===== config.mk =====
export PLATFORM = sky130hd
export DESIGN_NAME = scb_ctrl
export DESIGN_NICKNAME = d
export VERILOG_FILES = /design/src/core/scb_pkg.sv /design/src/core/scb_ctrl.sv
export SDC_FILE = /design/constraint.sdc
export NUM_CORES = 1
export LEC_CHECK = 0
export BUFFER_PORTS_ARGS = -buffer_cell sky130_fd_sc_hd__buf_2
export CORE_MARGIN = 5
export CORE_UTILIZATION = 59
export CTS_CLUSTER_DIAMETER = 120
export DETAILED_ROUTE_END_ITERATION = 16
export PLACE_DENSITY_LB_ADDON = 0.12
export SYNTH_ARGS = -nofsm -noshare
export SYNTH_HDL_FRONTEND = slang
export SYNTH_SLANG_ARGS = --single-unit

===== constraint.sdc =====
create_clock -name pclk -period 6.26 [get_ports pclk]
set_clock_uncertainty 0.2 [all_clocks]
set_input_delay 1.565 -clock pclk [delete_from_list [all_inputs] [get_ports pclk]]
set_output_delay 1.565 -clock pclk [all_outputs]
set_load 0.1 [all_outputs]

===== src/core/scb_pkg.sv =====
// Constants shared by the switched-cap cell control bank
`default_nettype none
package scb_pkg;
    // ============================================================
    // Geometry
    localparam int NUM_CELLS = 4;
    localparam int ADDR_W    = 8;
    localparam int CAP_W     = 5;
    localparam int FEEDBACK_CAP_SIZE_W    = 6;
    localparam int SEL_W     = 3;

    // ============================================================
    // Register byte addresses
    localparam logic [ADDR_W-1:0] OFS_CELL0_CTL_A = 8'h80;
    localparam logic [ADDR_W-1:0] OFS_CELL1_CTL_A = 8'h88;
    localparam logic [ADDR_W-1:0] OFS_CELL2_CTL_A = 8'h94;
    localparam logic [ADDR_W-1:0] OFS_CELL3_CTL_A = 8'h9c;
    localparam logic [ADDR_W-1:0] OFS_CTL_B_BASE  = 8'ha0;
    localparam logic [ADDR_W-1:0] OFS_CTL_C_BASE  = 8'hb0;
    localparam logic [ADDR_W-1:0] OFS_GLOBAL      = 8'hc0;
    localparam logic [ADDR_W-1:0] OFS_STATUS      = 8'hc4;
    localparam logic [ADDR_W-1:0] OFS_STRIDE      = 8'h04;
    localparam logic [7:0]        CTL_RESET       = 8'h00;

    // ============================================================
    // Control A fields
    localparam int A_FEEDBACK_CAP_SIZE_BIT  = 7;
    localparam int A_SWAP_BIT  = 6;
    localparam int A_ORDER_BIT = 5;
    localparam int A_CAP_LSB   = 0;
    // Control B fields
    localparam int B_SEL_LSB   = 5;
    localparam int B_SEL_TOP   = 7;
    localparam int B_CAP_LSB   = 0;
    // Control C fields
    localparam int C_COLBUS_BIT = 7;
    localparam int C_CMPBUS_BIT = 6;
    // Global fields
    localparam int G_HOLD_DIS_BIT = 6;

    // ============================================================
    // Decode values
    localparam logic [FEEDBACK_CAP_SIZE_W-1:0] FEEDBACK_CAP_SIZE_SMALL  = 6'h10;
    localparam logic [FEEDBACK_CAP_SIZE_W-1:0] FEEDBACK_CAP_SIZE_LARGE  = 6'h20;
    localparam logic [SEL_W-1:0]  SEL_SHARED  = 3'h4;
endpackage : scb_pkg
`default_nettype wire


===== src/core/scb_ctrl.sv =====
// Switched-cap cell control registers, phase steering and bus gating
// ============================================================
// Notes on behaviour
// - feedback bit picks 16 or 32 units
// - A field gives 0 to 31 units
// - swap bit interchanges internal phase one/two
// - bus connects only in late phase two unless swap or hold disable set
// - swap set connects for whole phase two
// - hold disable connects for whole phase two
// - comparator capture and update edges follow swap
// - comparator bus changes only at update or when its enable bit is written
// - sample order picks input or reference phase
// - select top bit picks C source
// - top bit forces A and C shared
// - codes 101 to 111 are reserved
// - second register low bits are B size
// - first registers at 80h 88h 94h 9Ch
// - column bus also gated by drive enable
// - drive enable clear floats column bus
// - undriven comparator bus reads low
//
// Register access over APB was chosen for this implementation.
`default_nettype none
module scb_ctrl
    import scb_pkg::*;
#(
    parameter int PH_CNT_W = 12
)
(
    input  wire logic                          pclk,
    input  wire logic                          presetn,
    input  wire logic                          psel,
    input  wire logic                          penable,
    input  wire logic                          pwrite,
    input  wire logic [31:0]                   paddr,
    input  wire logic [31:0]                   pwdata,
    input  wire logic [3:0]                    pstrb,
    output logic      [31:0]                   prdata,
    output logic                               pready,
    output logic                               pslverr,
    input  wire logic                          phase_one,
    input  wire logic                          phase_two,
    input  wire logic [NUM_CELLS-1:0]          comparator_in,
    output logic      [NUM_CELLS*FEEDBACK_CAP_SIZE_W-1:0]   feedback_cap_size,
    output logic      [NUM_CELLS*CAP_W-1:0]    a_cap_units,
    output logic      [NUM_CELLS*CAP_W-1:0]    b_cap_units,
    output logic      [NUM_CELLS-1:0]          int_phase_one,
    output logic      [NUM_CELLS-1:0]          int_phase_two,
    output logic      [NUM_CELLS-1:0]          a_sample_input,
    output logic      [NUM_CELLS-1:0]          a_sample_ref,
    output logic      [NUM_CELLS*SEL_W-1:0]    a_source_sel,
    output logic      [NUM_CELLS-1:0]          c_source_top,
    output logic      [NUM_CELLS-1:0]          ac_select_reserved,
    output logic      [NUM_CELLS-1:0]          column_bus_drive_oe,
    output logic      [NUM_CELLS-1:0]          comparator_bus_o,
    output logic      [NUM_CELLS-1:0]          comparator_bus_oe
);

    // ============================================================
    // Register storage
    logic [7:0] ctl_a_r [NUM_CELLS];
    logic [7:0] ctl_b_r [NUM_CELLS];
    logic [7:0] ctl_c_r [NUM_CELLS];
    logic [7:0] global_r;
    logic       hold_disable;

    assign hold_disable = global_r[G_HOLD_DIS_BIT];

    // ============================================================
    // APB decode
    logic [ADDR_W-1:0] addr;
    logic [ADDR_W-1:0] cell_a_ofs [NUM_CELLS];
    logic              access;
    logic              hit;
    logic [31:0]       rdata;
    logic [NUM_CELLS-1:0] sel_a;
    logic [NUM_CELLS-1:0] sel_b;
    logic [NUM_CELLS-1:0] sel_c;
    logic              sel_g;
    logic              sel_s;
    logic [31:0]       status;

    assign addr   = paddr[ADDR_W-1:0];
    assign access = psel & penable;
    assign cell_a_ofs[0] = OFS_CELL0_CTL_A;
    assign cell_a_ofs[1] = OFS_CELL1_CTL_A;
    assign cell_a_ofs[2] = OFS_CELL2_CTL_A;
    assign cell_a_ofs[3] = OFS_CELL3_CTL_A;

    always_comb
    begin
        sel_g = (paddr[31:ADDR_W] == '0) && (addr == OFS_GLOBAL);
        sel_s = (paddr[31:ADDR_W] == '0) && (addr == OFS_STATUS);
        for (int i = 0; i < NUM_CELLS; i++)
        begin
            sel_a[i] = (paddr[31:ADDR_W] == '0) && (addr == cell_a_ofs[i]);
            sel_b[i] = (paddr[31:ADDR_W] == '0) && (addr ==
                       ADDR_W'(OFS_CTL_B_BASE + OFS_STRIDE * i));
            sel_c[i] = (paddr[31:ADDR_W] == '0) && (addr ==
                       ADDR_W'(OFS_CTL_C_BASE + OFS_STRIDE * i));
        end
        hit = (|sel_a) | (|sel_b) | (|sel_c) | sel_g | sel_s;
    end

    always_comb
    begin
        rdata = '0;
        for (int i = 0; i < NUM_CELLS; i++)
        begin
            if (sel_a[i])
                rdata[7:0] = ctl_a_r[i];
            if (sel_b[i])
                rdata[7:0] = ctl_b_r[i];
            if (sel_c[i])
                rdata[7:0] = ctl_c_r[i];
        end
        if (sel_g)
            rdata[7:0] = global_r;
        if (sel_s)
            rdata = status;
    end

    // Zero wait states; unmapped gives an error and zero data
    assign pready  = 1'b1;
    assign pslverr = access & ~hit;
    assign prdata  = (access & ~pwrite) ? rdata : '0;

    // ============================================================
    // Register writes
    logic wr_en;

    assign wr_en = access & pwrite & pstrb[0];

    always_ff @(posedge pclk or negedge presetn)
    begin
        if (!presetn)
        begin
            for (int i = 0; i < NUM_CELLS; i++)
            begin
                ctl_a_r[i] <= CTL_RESET;
                ctl_b_r[i] <= CTL_RESET;
                ctl_c_r[i] <= CTL_RESET;
            end
            global_r <= CTL_RESET;
        end
        else if (wr_en)
        begin
            for (int i = 0; i < NUM_CELLS; i++)
            begin
                if (sel_a[i])
                    ctl_a_r[i] <= pwdata[7:0];
                if (sel_b[i])
                    ctl_b_r[i] <= pwdata[7:0];
                if (sel_c[i])
                    ctl_c_r[i] <= pwdata[7:0];
            end
            if (sel_g)
                global_r <= pwdata[7:0];
        end
    end

    // ============================================================
    // Phase and comparator synchronisers
    logic       p1_m, p1_s, p1_d;
    logic       p2_m, p2_s, p2_d;
    logic [NUM_CELLS-1:0] cmp_m, cmp_s;

    always_ff @(posedge pclk or negedge presetn)
    begin
        if (!presetn)
        begin
            p1_m  <= 1'b0;
            p1_s  <= 1'b0;
            p1_d  <= 1'b0;
            p2_m  <= 1'b0;
            p2_s  <= 1'b0;
            p2_d  <= 1'b0;
            cmp_m <= '0;
            cmp_s <= '0;
        end
        else
        begin
            p1_m  <= phase_one;
            p1_s  <= p1_m;
            p1_d  <= p1_s;
            p2_m  <= phase_two;
            p2_s  <= p2_m;
            p2_d  <= p2_s;
            cmp_m <= comparator_in;
            cmp_s <= cmp_m;
        end
    end

    logic p1_rise, p1_fall, p2_rise, p2_fall;

    assign p1_rise = p1_s & ~p1_d;
    assign p1_fall = ~p1_s & p1_d;
    assign p2_rise = p2_s & ~p2_d;
    assign p2_fall = ~p2_s & p2_d;

    // ============================================================
    // Late half of external phase two
    // Length of the last high period sets the half point; the very
    // first phase two after reset has no history and connects all but its first cycle.
    logic [PH_CNT_W-1:0] p2_cnt_r;
    logic [PH_CNT_W-1:0] p2_len_r;
    logic                p2_late;

    always_ff @(posedge pclk or negedge presetn)
    begin
        if (!presetn)
        begin
            p2_cnt_r <= '0;
            p2_len_r <= '0;
        end
        else if (p2_rise)
            p2_cnt_r <= '0;
        else if (p2_s && p2_cnt_r != '1)
            p2_cnt_r <= p2_cnt_r + 1'b1;
        else if (p2_fall)
            p2_len_r <= p2_cnt_r;
    end

    assign p2_late = p2_s && !p2_rise && (p2_cnt_r >= (p2_len_r >> 1));

    // ============================================================
    // Per-cell decode, bus gating and comparator latch
    logic [NUM_CELLS-1:0] cap_r;
    logic [NUM_CELLS-1:0] comparator_bus_r;

    for (genvar g = 0; g < NUM_CELLS; g++)
    begin : g_cell
        logic swap;
        logic ip1;
        logic ip2;
        logic connect;
        logic [SEL_W-1:0] sel;

        assign swap = ctl_a_r[g][A_SWAP_BIT];
        assign sel  = ctl_b_r[g][B_SEL_TOP:B_SEL_LSB];
        assign ip1  = swap ? p2_s : p1_s;
        assign ip2  = swap ? p1_s : p2_s;

        assign connect = ctl_c_r[g][C_COLBUS_BIT] &
                         ((swap | hold_disable) ? ip2 : p2_late);

        always_ff @(posedge pclk or negedge presetn)
        begin
            if (!presetn)
                cap_r[g] <= 1'b0;
            else if (swap ? p1_fall : p2_fall)
                cap_r[g] <= cmp_s[g];
        end

        always_ff @(posedge pclk or negedge presetn)
        begin
            if (!presetn)
                comparator_bus_r[g] <= 1'b0;
            else if (swap ? p2_rise : p1_rise)
                comparator_bus_r[g] <= cap_r[g];
        end

        always_ff @(posedge pclk or negedge presetn)
        begin
            if (!presetn)
            begin
                feedback_cap_size[g*FEEDBACK_CAP_SIZE_W +: FEEDBACK_CAP_SIZE_W] <= FEEDBACK_CAP_SIZE_SMALL;
                a_cap_units[g*CAP_W +: CAP_W]         <= '0;
                b_cap_units[g*CAP_W +: CAP_W]         <= '0;
                int_phase_one[g]                      <= 1'b0;
                int_phase_two[g]                      <= 1'b0;
                a_sample_input[g]                     <= 1'b0;
                a_sample_ref[g]                       <= 1'b0;
                a_source_sel[g*SEL_W +: SEL_W]        <= '0;
                c_source_top[g]                       <= 1'b0;
                ac_select_reserved[g]                 <= 1'b0;
                column_bus_drive_oe[g]                <= 1'b0;
                comparator_bus_o[g]                   <= 1'b0;
                comparator_bus_oe[g]                  <= 1'b0;
            end
            else
            begin
                feedback_cap_size[g*FEEDBACK_CAP_SIZE_W +: FEEDBACK_CAP_SIZE_W] <=
                    ctl_a_r[g][A_FEEDBACK_CAP_SIZE_BIT] ? FEEDBACK_CAP_SIZE_LARGE : FEEDBACK_CAP_SIZE_SMALL;
                a_cap_units[g*CAP_W +: CAP_W] <=
                    ctl_a_r[g][A_CAP_LSB +: CAP_W];
                b_cap_units[g*CAP_W +: CAP_W] <=
                    ctl_b_r[g][B_CAP_LSB +: CAP_W];
                int_phase_one[g] <= ip1;
                int_phase_two[g] <= ip2;
                a_sample_input[g] <= ctl_a_r[g][A_ORDER_BIT] ? ip2 : ip1;
                a_sample_ref[g]   <= ctl_a_r[g][A_ORDER_BIT] ? ip1 : ip2;
                a_source_sel[g*SEL_W +: SEL_W] <=
                    sel[SEL_W-1] ? SEL_SHARED : sel;
                c_source_top[g] <= sel[SEL_W-1];
                ac_select_reserved[g] <= (sel > SEL_SHARED);
                column_bus_drive_oe[g] <= connect;
                comparator_bus_o[g]  <= ctl_c_r[g][C_CMPBUS_BIT] & comparator_bus_r[g];
                comparator_bus_oe[g] <= ctl_c_r[g][C_CMPBUS_BIT];
            end
        end
    end

    // ============================================================
    // Status word
    always_comb
    begin
        status        = '0;
        status[3:0]   = comparator_bus_o;
        status[7:4]   = column_bus_drive_oe;
        status[8]     = p1_s;
        status[9]     = p2_s;
        status[10]    = hold_disable;
        status[15:12] = ac_select_reserved;
    end

endmodule : scb_ctrl
`default_nettype wire


==> flow_metrics.tcl, run 1 <==
set metrics [dict create \
    outcome "finished clean" \
    grt_start_max_net_pins 132 \
    worst_slew_pin_slew_ns 1.16 \
    gr-usage-all-layers_pct 25.6 \
    number_of_enable_flip_flop_cells_after_synthesis 0 \
    ys_ff_latch 241 \
    post-dp-hpwl_microns 18100 \
    timing.hold.ws_ns 0.146 \
    die_h_microns 143 \
    crit_arrival_ns 4.27 \
    post-route-util_pct 70.7 \
    finish.instance_area_sq_um 12300 \
    cts-hold-fix-buffers 0 \
    vdd.ir_drop.worst_uv 266 \
    grt-ovfl-total 0 \
    synth_area_sq_um 10400 \
    crit_path_start_kind "input pin" \
    net_count_reported_at_finish 1093 \
    fp-row-count 48 \
    wire_length_of_the_first_global_routing_pass_microns 41100 \
    drt_first_pass_iters 5 \
    cts_buffers 24 \
    setup_repair_after_global_routing_missed_its_margin "false" \
    worstSetupEndpointType "output pin" \
    die_area_sq_um 20500 \
    layout.cells.non_filler 1245 \
    report.final.setup_viol 0 \
    detail-route-antenna-nets 0 \
    synthDistinctLibCells 73 \
    crit_type "input pin to output pin" \
    share_of_post_route_cells_with_drive_strength_above_1_pct 36.3 \
    syn_to_final_growth_pct 17.5 \
    hold_violations 0 \
    period_minus_slack_ns 6.03 \
    syn-instance-count 840 \
    syn-mean-instance-area_sq_um 12.4 \
    dpl.cell_count 1201 \
    timing.max_slew.rel_slack_pct 22.1 \
    grt_pass1_vias 7262 \
    diodes 0 \
    powerDensity_nw_per_um2 266 \
    count_of_buffers_added_by_post_cts_timing_repair_for_setup 0 \
    slew_violations 0 \
    detail_route.wl_per_cell_microns 20.7 \
    numPortBuffers 163 \
    dr_total_vias 7244 \
    synthArstFlopShare_pct 100 \
    floorplan.io_pins 225 \
    fin_setup_tns_ns 0 \
    critical_path_required_ns 4.49 \
    worst_setup_hold_path_clk_slew_ns 0.06 \
    totalWireLength_microns 25700 \
    cap_violations 0 \
    ys_seq_area_share_pct 57.8 \
    cts-root-buf "clkbuf_16" \
    vias_per_cell 5.82 \
    die_width_microns 143 \
    drt_first_iter_violations 492 \
    p_leak_nw 6.08 \
    clkSinkCount 241 \
    ys.flop_type "dfrtp_1" \
    cts_buffer_depth 3 \
    cts_htree_levels 1 \
    start_util_pct 60.1 \
    number_of_design_rule_violations_left_after_detail_routing 0 \
    grt_antenna_before_repair 0 \
    tritoncts "yes" \
    ctsResizeCount 0 \
    post_dp_cell_area_sq_um 11500 \
    clkLatencyLatePin_ns 0.51 \
    globalplace.congestion 0.927 \
    critPathMaxFanout 6 \
    hold_path.class "register to register" \
    placeableCoreArea_sq_um 17400 \
    maximum_frequency_from_static_timing_analysis_mhz 166 \
    tcrit_tclk_final_pct 96.4 \
    yosysWarningCount 0 \
]
==> metrics by stage <==
stage / setup slack, ns / power [mW]
after floorplan: 0.0607 / 1.83
after global placement: 0.309 / 1.90
after detailed placement: 0.274 / 1.90
after CTS: 0.270 / 3.29
after global routing: 0.0166 / 3.38
final: 0.227 / 3.26
==> sequential cells by signal, indices dropped and copies added, names as in the netlist, 8 cells and up <==
name	cells
feedback_cap_size	8
b_cap_units	20
a_cap_units	20
p2_cnt_r	12
ctl_b_r	32
a_source_sel	12
global_r	8
ctl_a_r	32
ctl_c_r	32
p2_len_r	11
==> power breakdown <==
group | total (mW) | switching (mW) | internal, mW
Clock | 1.39 | 0.594 | 0.798
Sequential | 1.60 | 0.0140 | 1.58
Combinational | 0.277 | 0.228 | 0.0489
==> cell usage after synthesis (all sizes together), types with 4 or more instances <==
| cell | n | area (sq um) |
|---|---|---|
| o21ai | 42 | 210 |
| xor2 | 5 | 43.8 |
| mux2 | 126 | 1420 |
| dfstp | 4 | 105 |
| a31oi | 5 | 31.3 |
| nor3 | 9 | 60.1 |
| o221ai | 4 | 35.0 |
| dfrtp | 237 | 5930 |
| nor2b | 12 | 75.1 |
| clkbuf | 27 | 101 |
| nand4 | 8 | 65.1 |
| o21a | 7 | 52.6 |
| nand2 | 68 | 258 |
| a22oi | 10 | 75.1 |
| ha | 12 | 150 |
| nand3b | 4 | 30.0 |
| nand3 | 8 | 40.0 |
| nor2 | 51 | 206 |
| buf | 48 | 345 |
| nor4b | 4 | 56.3 |
| o22ai | 11 | 68.8 |
| o32a | 4 | 40.0 |
| and3 | 10 | 62.6 |
| a21oi | 12 | 60.1 |
| a221oi | 9 | 78.8 |
| and2 | 11 | 68.8 |
| inv | 20 | 75.1 |
| nor4 | 16 | 226 |
| a211oi | 4 | 30.0 |
==> kinds of logic (layout without fill, tap and decap cells) <==
kind of cell	Yosys count	in the layout	synth area share (%)
flops	241	241	57.8
simple gates	217	217	12.2
compound gates	136	136	8.89
mux	129	129	13.9
buf+inv	95	243	5.00
fa+ha+maj	12	12	1.44
xor+xnor	8	8	0.671
other cells	2	34	0.0719
==> worst max-delay path, cell delays in order <==
cell and delay (ns):
buf_2 0.10, nor4_1 0.41, and2_1 0.32, nand2_1 0.22, or4b_1 0.58, o2111ai_1 0.16, a2111oi_1 0.12, o32ai_2 0.30
buf_2 0.47
==> placed cells by master, fill, tap and decap left out, types with 8 or more instances in the layout <==
cell,synthesis,routed
a22oi_1,10,8
buf_2,6,155
inv_1,20,20
nand3_1,8,8
a221oi_1,9,8
mux2_2,116,116
a21oi_1,12,12
nor4_4,8,8
o21ai_0,39,39
clkinv_2,0,8
o22ai_1,11,9
and2_1,11,11
buf_12,0,8
dfrtp_1,237,237
conb_1,2,34
nand2_1,67,67
ha_1,12,12
clkbuf_16,0,25
mux2_1,10,10
buf_4,40,15
nor2b_1,12,12
nor2_1,47,47
and3_1,10,10
==> routing by layer <==
layer / up-vias / track usage, % / wire, microns
met2: 346 / 40.9 / 12200
met1: 3591 / 36.2 / 10500
met4: 0 / 7.80 / 692
met5: - / 0 / 0
li1: 3259 / - / -
met3: 48 / 4.89 / 2330
==> final cells by class <==
cell class,instances,area (sq um)
Tap cell,225,282
Multi-Input combinational cell,536,4050
Clock buffer,32,672
Clock inverter,12,93.8
Timing Repair Buffer,179,1060
Fill cell,1278,5080
Inverter,20,75.1
Sequential cell,241,6040
==> final timing paths <==
| check | cells past startpoint | slack, ns | startpoint | to |
|---|---|---|---|---|
| worst max register to register | 7 | 3.49 | p2_cnt_r[3] | p2_cnt_r[10] |
| max in group asynchronous | 2 | 3.81 | presetn | p2_len_r[8] |
| min in group asynchronous | 1 | 0.96 | presetn | a_cap_units[4] |
| worst min-delay path | 0 | 0.15 | cmp_m[2] | cmp_s[2] |
| worst max-delay path | 9 | 0.23 | paddr[14] | prdata[3] |
| worst min register to register | 0 | 0.15 | cmp_m[2] | cmp_s[2] |
(Power assumes the default switching activity.)
==> inputs of run 2 (changes only) <==
--- a/config.mk
+++ b/config.mk
@@ -7,7 +7,7 @@
 export LEC_CHECK = 0
 export BUFFER_PORTS_ARGS = -buffer_cell sky130_fd_sc_hd__buf_2
 export CORE_MARGIN = 5
-export CORE_UTILIZATION = 59
+export CORE_UTILIZATION = 49
 export CTS_CLUSTER_DIAMETER = 120
 export DETAILED_ROUTE_END_ITERATION = 16
 export PLACE_DENSITY_LB_ADDON = 0.12
==> constraint.sdc (replaced) <==
create_clock -name pclk -period 5.5 [get_ports pclk]
set_clock_uncertainty 0.2 [all_clocks]
set_input_delay 1.375 -clock pclk [delete_from_list [all_inputs] [get_ports pclk]]
set_output_delay 1.375 -clock pclk [all_outputs]
set_load 0.1 [all_outputs]
==> run 2 against run 1 <==
Net effect:
- design area rose by 3.3%
- routed wire length rose by 6.3%
- hold slack improved by 0.0038 ns
- critical endpoint is now prdata[0]
- highest routed layer unchanged
==> flow_metrics.tcl, run 2 (synthesis results as in run 1) <==
set metrics [dict create \
    crit_arrival_ns 3.86 \
    totalWireLength_microns 27400 \
    worstSetupPathDepth 9 \
    dpl.cell_count 1259 \
    numPortBuffers 163 \
    worstSetupEndpointType "output pin" \
    path_cells "buf_2 -> nor4_2 -> and2_1 -> nand2_1 -> or3_1 -> o221ai_1 -> o21ai_0 -> and3_1 -> buf_12" \
    p_leak_nw 6.20 \
    crit_startpoint "paddr[14]" \
    post-layout-total-power_mw 3.84 \
    detail-route-antenna-nets 0 \
    net_count_reported_at_finish 1108 \
    syn_to_final_growth_pct 21.4 \
    worst_slew_pin_slew_ns 1.19 \
    start_util_pct 49.7 \
    powerDensity_nw_per_um2 303 \
    timing.critical_path.max_delay_family "simple AND/OR/NAND/NOR gates" \
    diodes 0 \
    detail_route.wl_per_cell_microns 20.8 \
    clkSinkCount 241 \
    number_of_design_rule_violations_left_after_detail_routing 0 \
    post-dp-hpwl_microns 19700 \
    share_of_post_route_cells_with_drive_strength_above_1_pct 37.3 \
    die_area_sq_um 24300 \
    worst_path_buffer_plus_inverter_count 2 \
    cap_violations 0 \
    maximum_frequency_from_static_timing_analysis_mhz 184 \
    hold_path.class "register to register" \
    cts-root-buf "clkbuf_16" \
    grt_antenna_before_repair 0 \
    most_common_cell_after_layout_fill_and_taps_aside "dfrtp_1" \
    timing.hold.worst_path_depth 0 \
    internal-power_mw 2.87 \
    vias_per_cell 5.54 \
    crit_path_start_kind "input pin" \
    wire_length_of_the_first_global_routing_pass_microns 43500 \
    outcome "finished clean" \
    vdd.ir_drop.worst_uv 261 \
    drt_first_iter_violations 520 \
    die_width_microns 156 \
    clock_power_share_pct 44.4 \
    worst_setup_hold_path_clk_slew_ns 0.06 \
    report.final.setup_viol 0 \
    use_met1_pct 32.1 \
    timing.hold.ws_ns 0.150 \
    floorplan.io_pins 225 \
    grt.busiest_layer "met2" \
    slew_violations 0 \
    finish.instance_area_sq_um 12700 \
    globalRouteMet2Util_pct 35.5 \
    gr-usage-all-layers_pct 22.7 \
    holdCritStartpoint "cmp_m[1]" \
    tritoncts "yes" \
    slowest_delay_ns 0.61 \
    reg2reg_setup_slack_ns 2.82 \
    clkLatencyLatePin_ns 0.52 \
    power.share.sequential_pct 47.3 \
    grt_use_met3_pct 4.83 \
    period_minus_slack_ns 5.43 \
    grt_start_max_net_pins 104 \
    grt-ovfl-total 0 \
    critical_path_required_ns 3.92 \
    comb_power_share_pct 8.4 \
    die_h_microns 156 \
    dpl_ws_ns 0.0410 \
    p_sw_mw 0.973 \
    crit_type "input pin to output pin" \
    ff2ff_path_depth 7 \
    drt_first_pass_iters 6 \
    fp-row-count 53 \
    layout.cells.non_filler 1312 \
    switching_share_pct 25.3 \
    grt_pass1_vias 7550 \
    dr_total_vias 7262 \
    placeableCoreArea_sq_um 21000 \
    post_dp_cell_area_sq_um 11800 \
    tcrit_tclk_final_pct 98.7 \
    critPathMaxFanout 8 \
    critical_path.reg2reg.startpoint "p2_cnt_r[3]" \
    cts-hold-fix-buffers 0 \
    cts_buffers 26 \
    layout_top_registers "ctl_a_r: 32 flops, ctl_b_r: 32 flops, ctl_c_r: 32 flops" \
    cts_htree_levels 1 \
    timing.final.ws_setup_ns 0.0694 \
    crit_path_top_delay_cell "or3_1" \
    timing.max_slew.rel_slack_pct 20.4 \
    hold_violations 0 \
    cts_buffer_depth 3 \
    mostFrequentLayoutCells "237 x dfrtp_1, 149 x buf_2, 116 x mux2_2" \
    globalplace.congestion 0.862 \
]
## run 2: path summary, 6_finish.rpt
kind | to
max | prdata[0]
min | cmp_s[1]
max reg2reg | p2_cnt_r[10]
min reg2reg | cmp_s[1]
max in group asynchronous | a_sample_ref[1]
min in group asynchronous | b_cap_units[4]
## run 2: power groups by stage
stage	clock, mW	sequential [mW]	combinational, mW
floorplan	0	1.89	0.195
CTS	1.74	1.82	0.322
global route	1.81	1.82	0.345
global placement	0	1.85	0.318
detailed placement	0	1.85	0.321
finish	1.70	1.82	0.321
## run 2: layout make-up
type                       instances  area [sq um]
timing repair buffer             192          1260
sequential                       241          6040
inverter                          20          75.1
fill                            1724          8350
clock buffer                      44           820
multi-input combinational        536          4110
clock inverter                     4          30.0
tap                              275           344
## run 2: stage by stage
step	util (%)	TNS [ns]
2_1_floorplan	-	-0.194
3_3_place_gp	56.0	0
3_5_place_dp	56.0	0
4_1_cts	60.1	0
5_1_grt	60.3	-0.0335
6_report	60.3	0
## run 2: worst reg2reg max path, stage by stage, from the launching register on
cell and delay (ns):
dfrtp_1 0.49, and4_1 0.30, nand4_1 0.16, o31ai_1 0.70, nor2_1 0.24, and3_1 0.26
xnor2_1 0.13, nor2_1 0.05
## run 2: what timing repair did
item | in CTS | in global routing
setup buffers | 0 | 5
setup endpoints to repair | 2 | 5
cloned | 0 | 0
gates resized for setup | 2 | 2
pin swaps | 0 | 3
## run 2: per-layer routing
| layer | part of all wire (%) | wire length [microns] |
|---|---|---|
| met2 | 46 | 12600 |
| met3 | 8.1 | 2230 |
| met5 | 0 | 0 |
| met1 | 43 | 11700 |
| met4 | 2.9 | 791 |
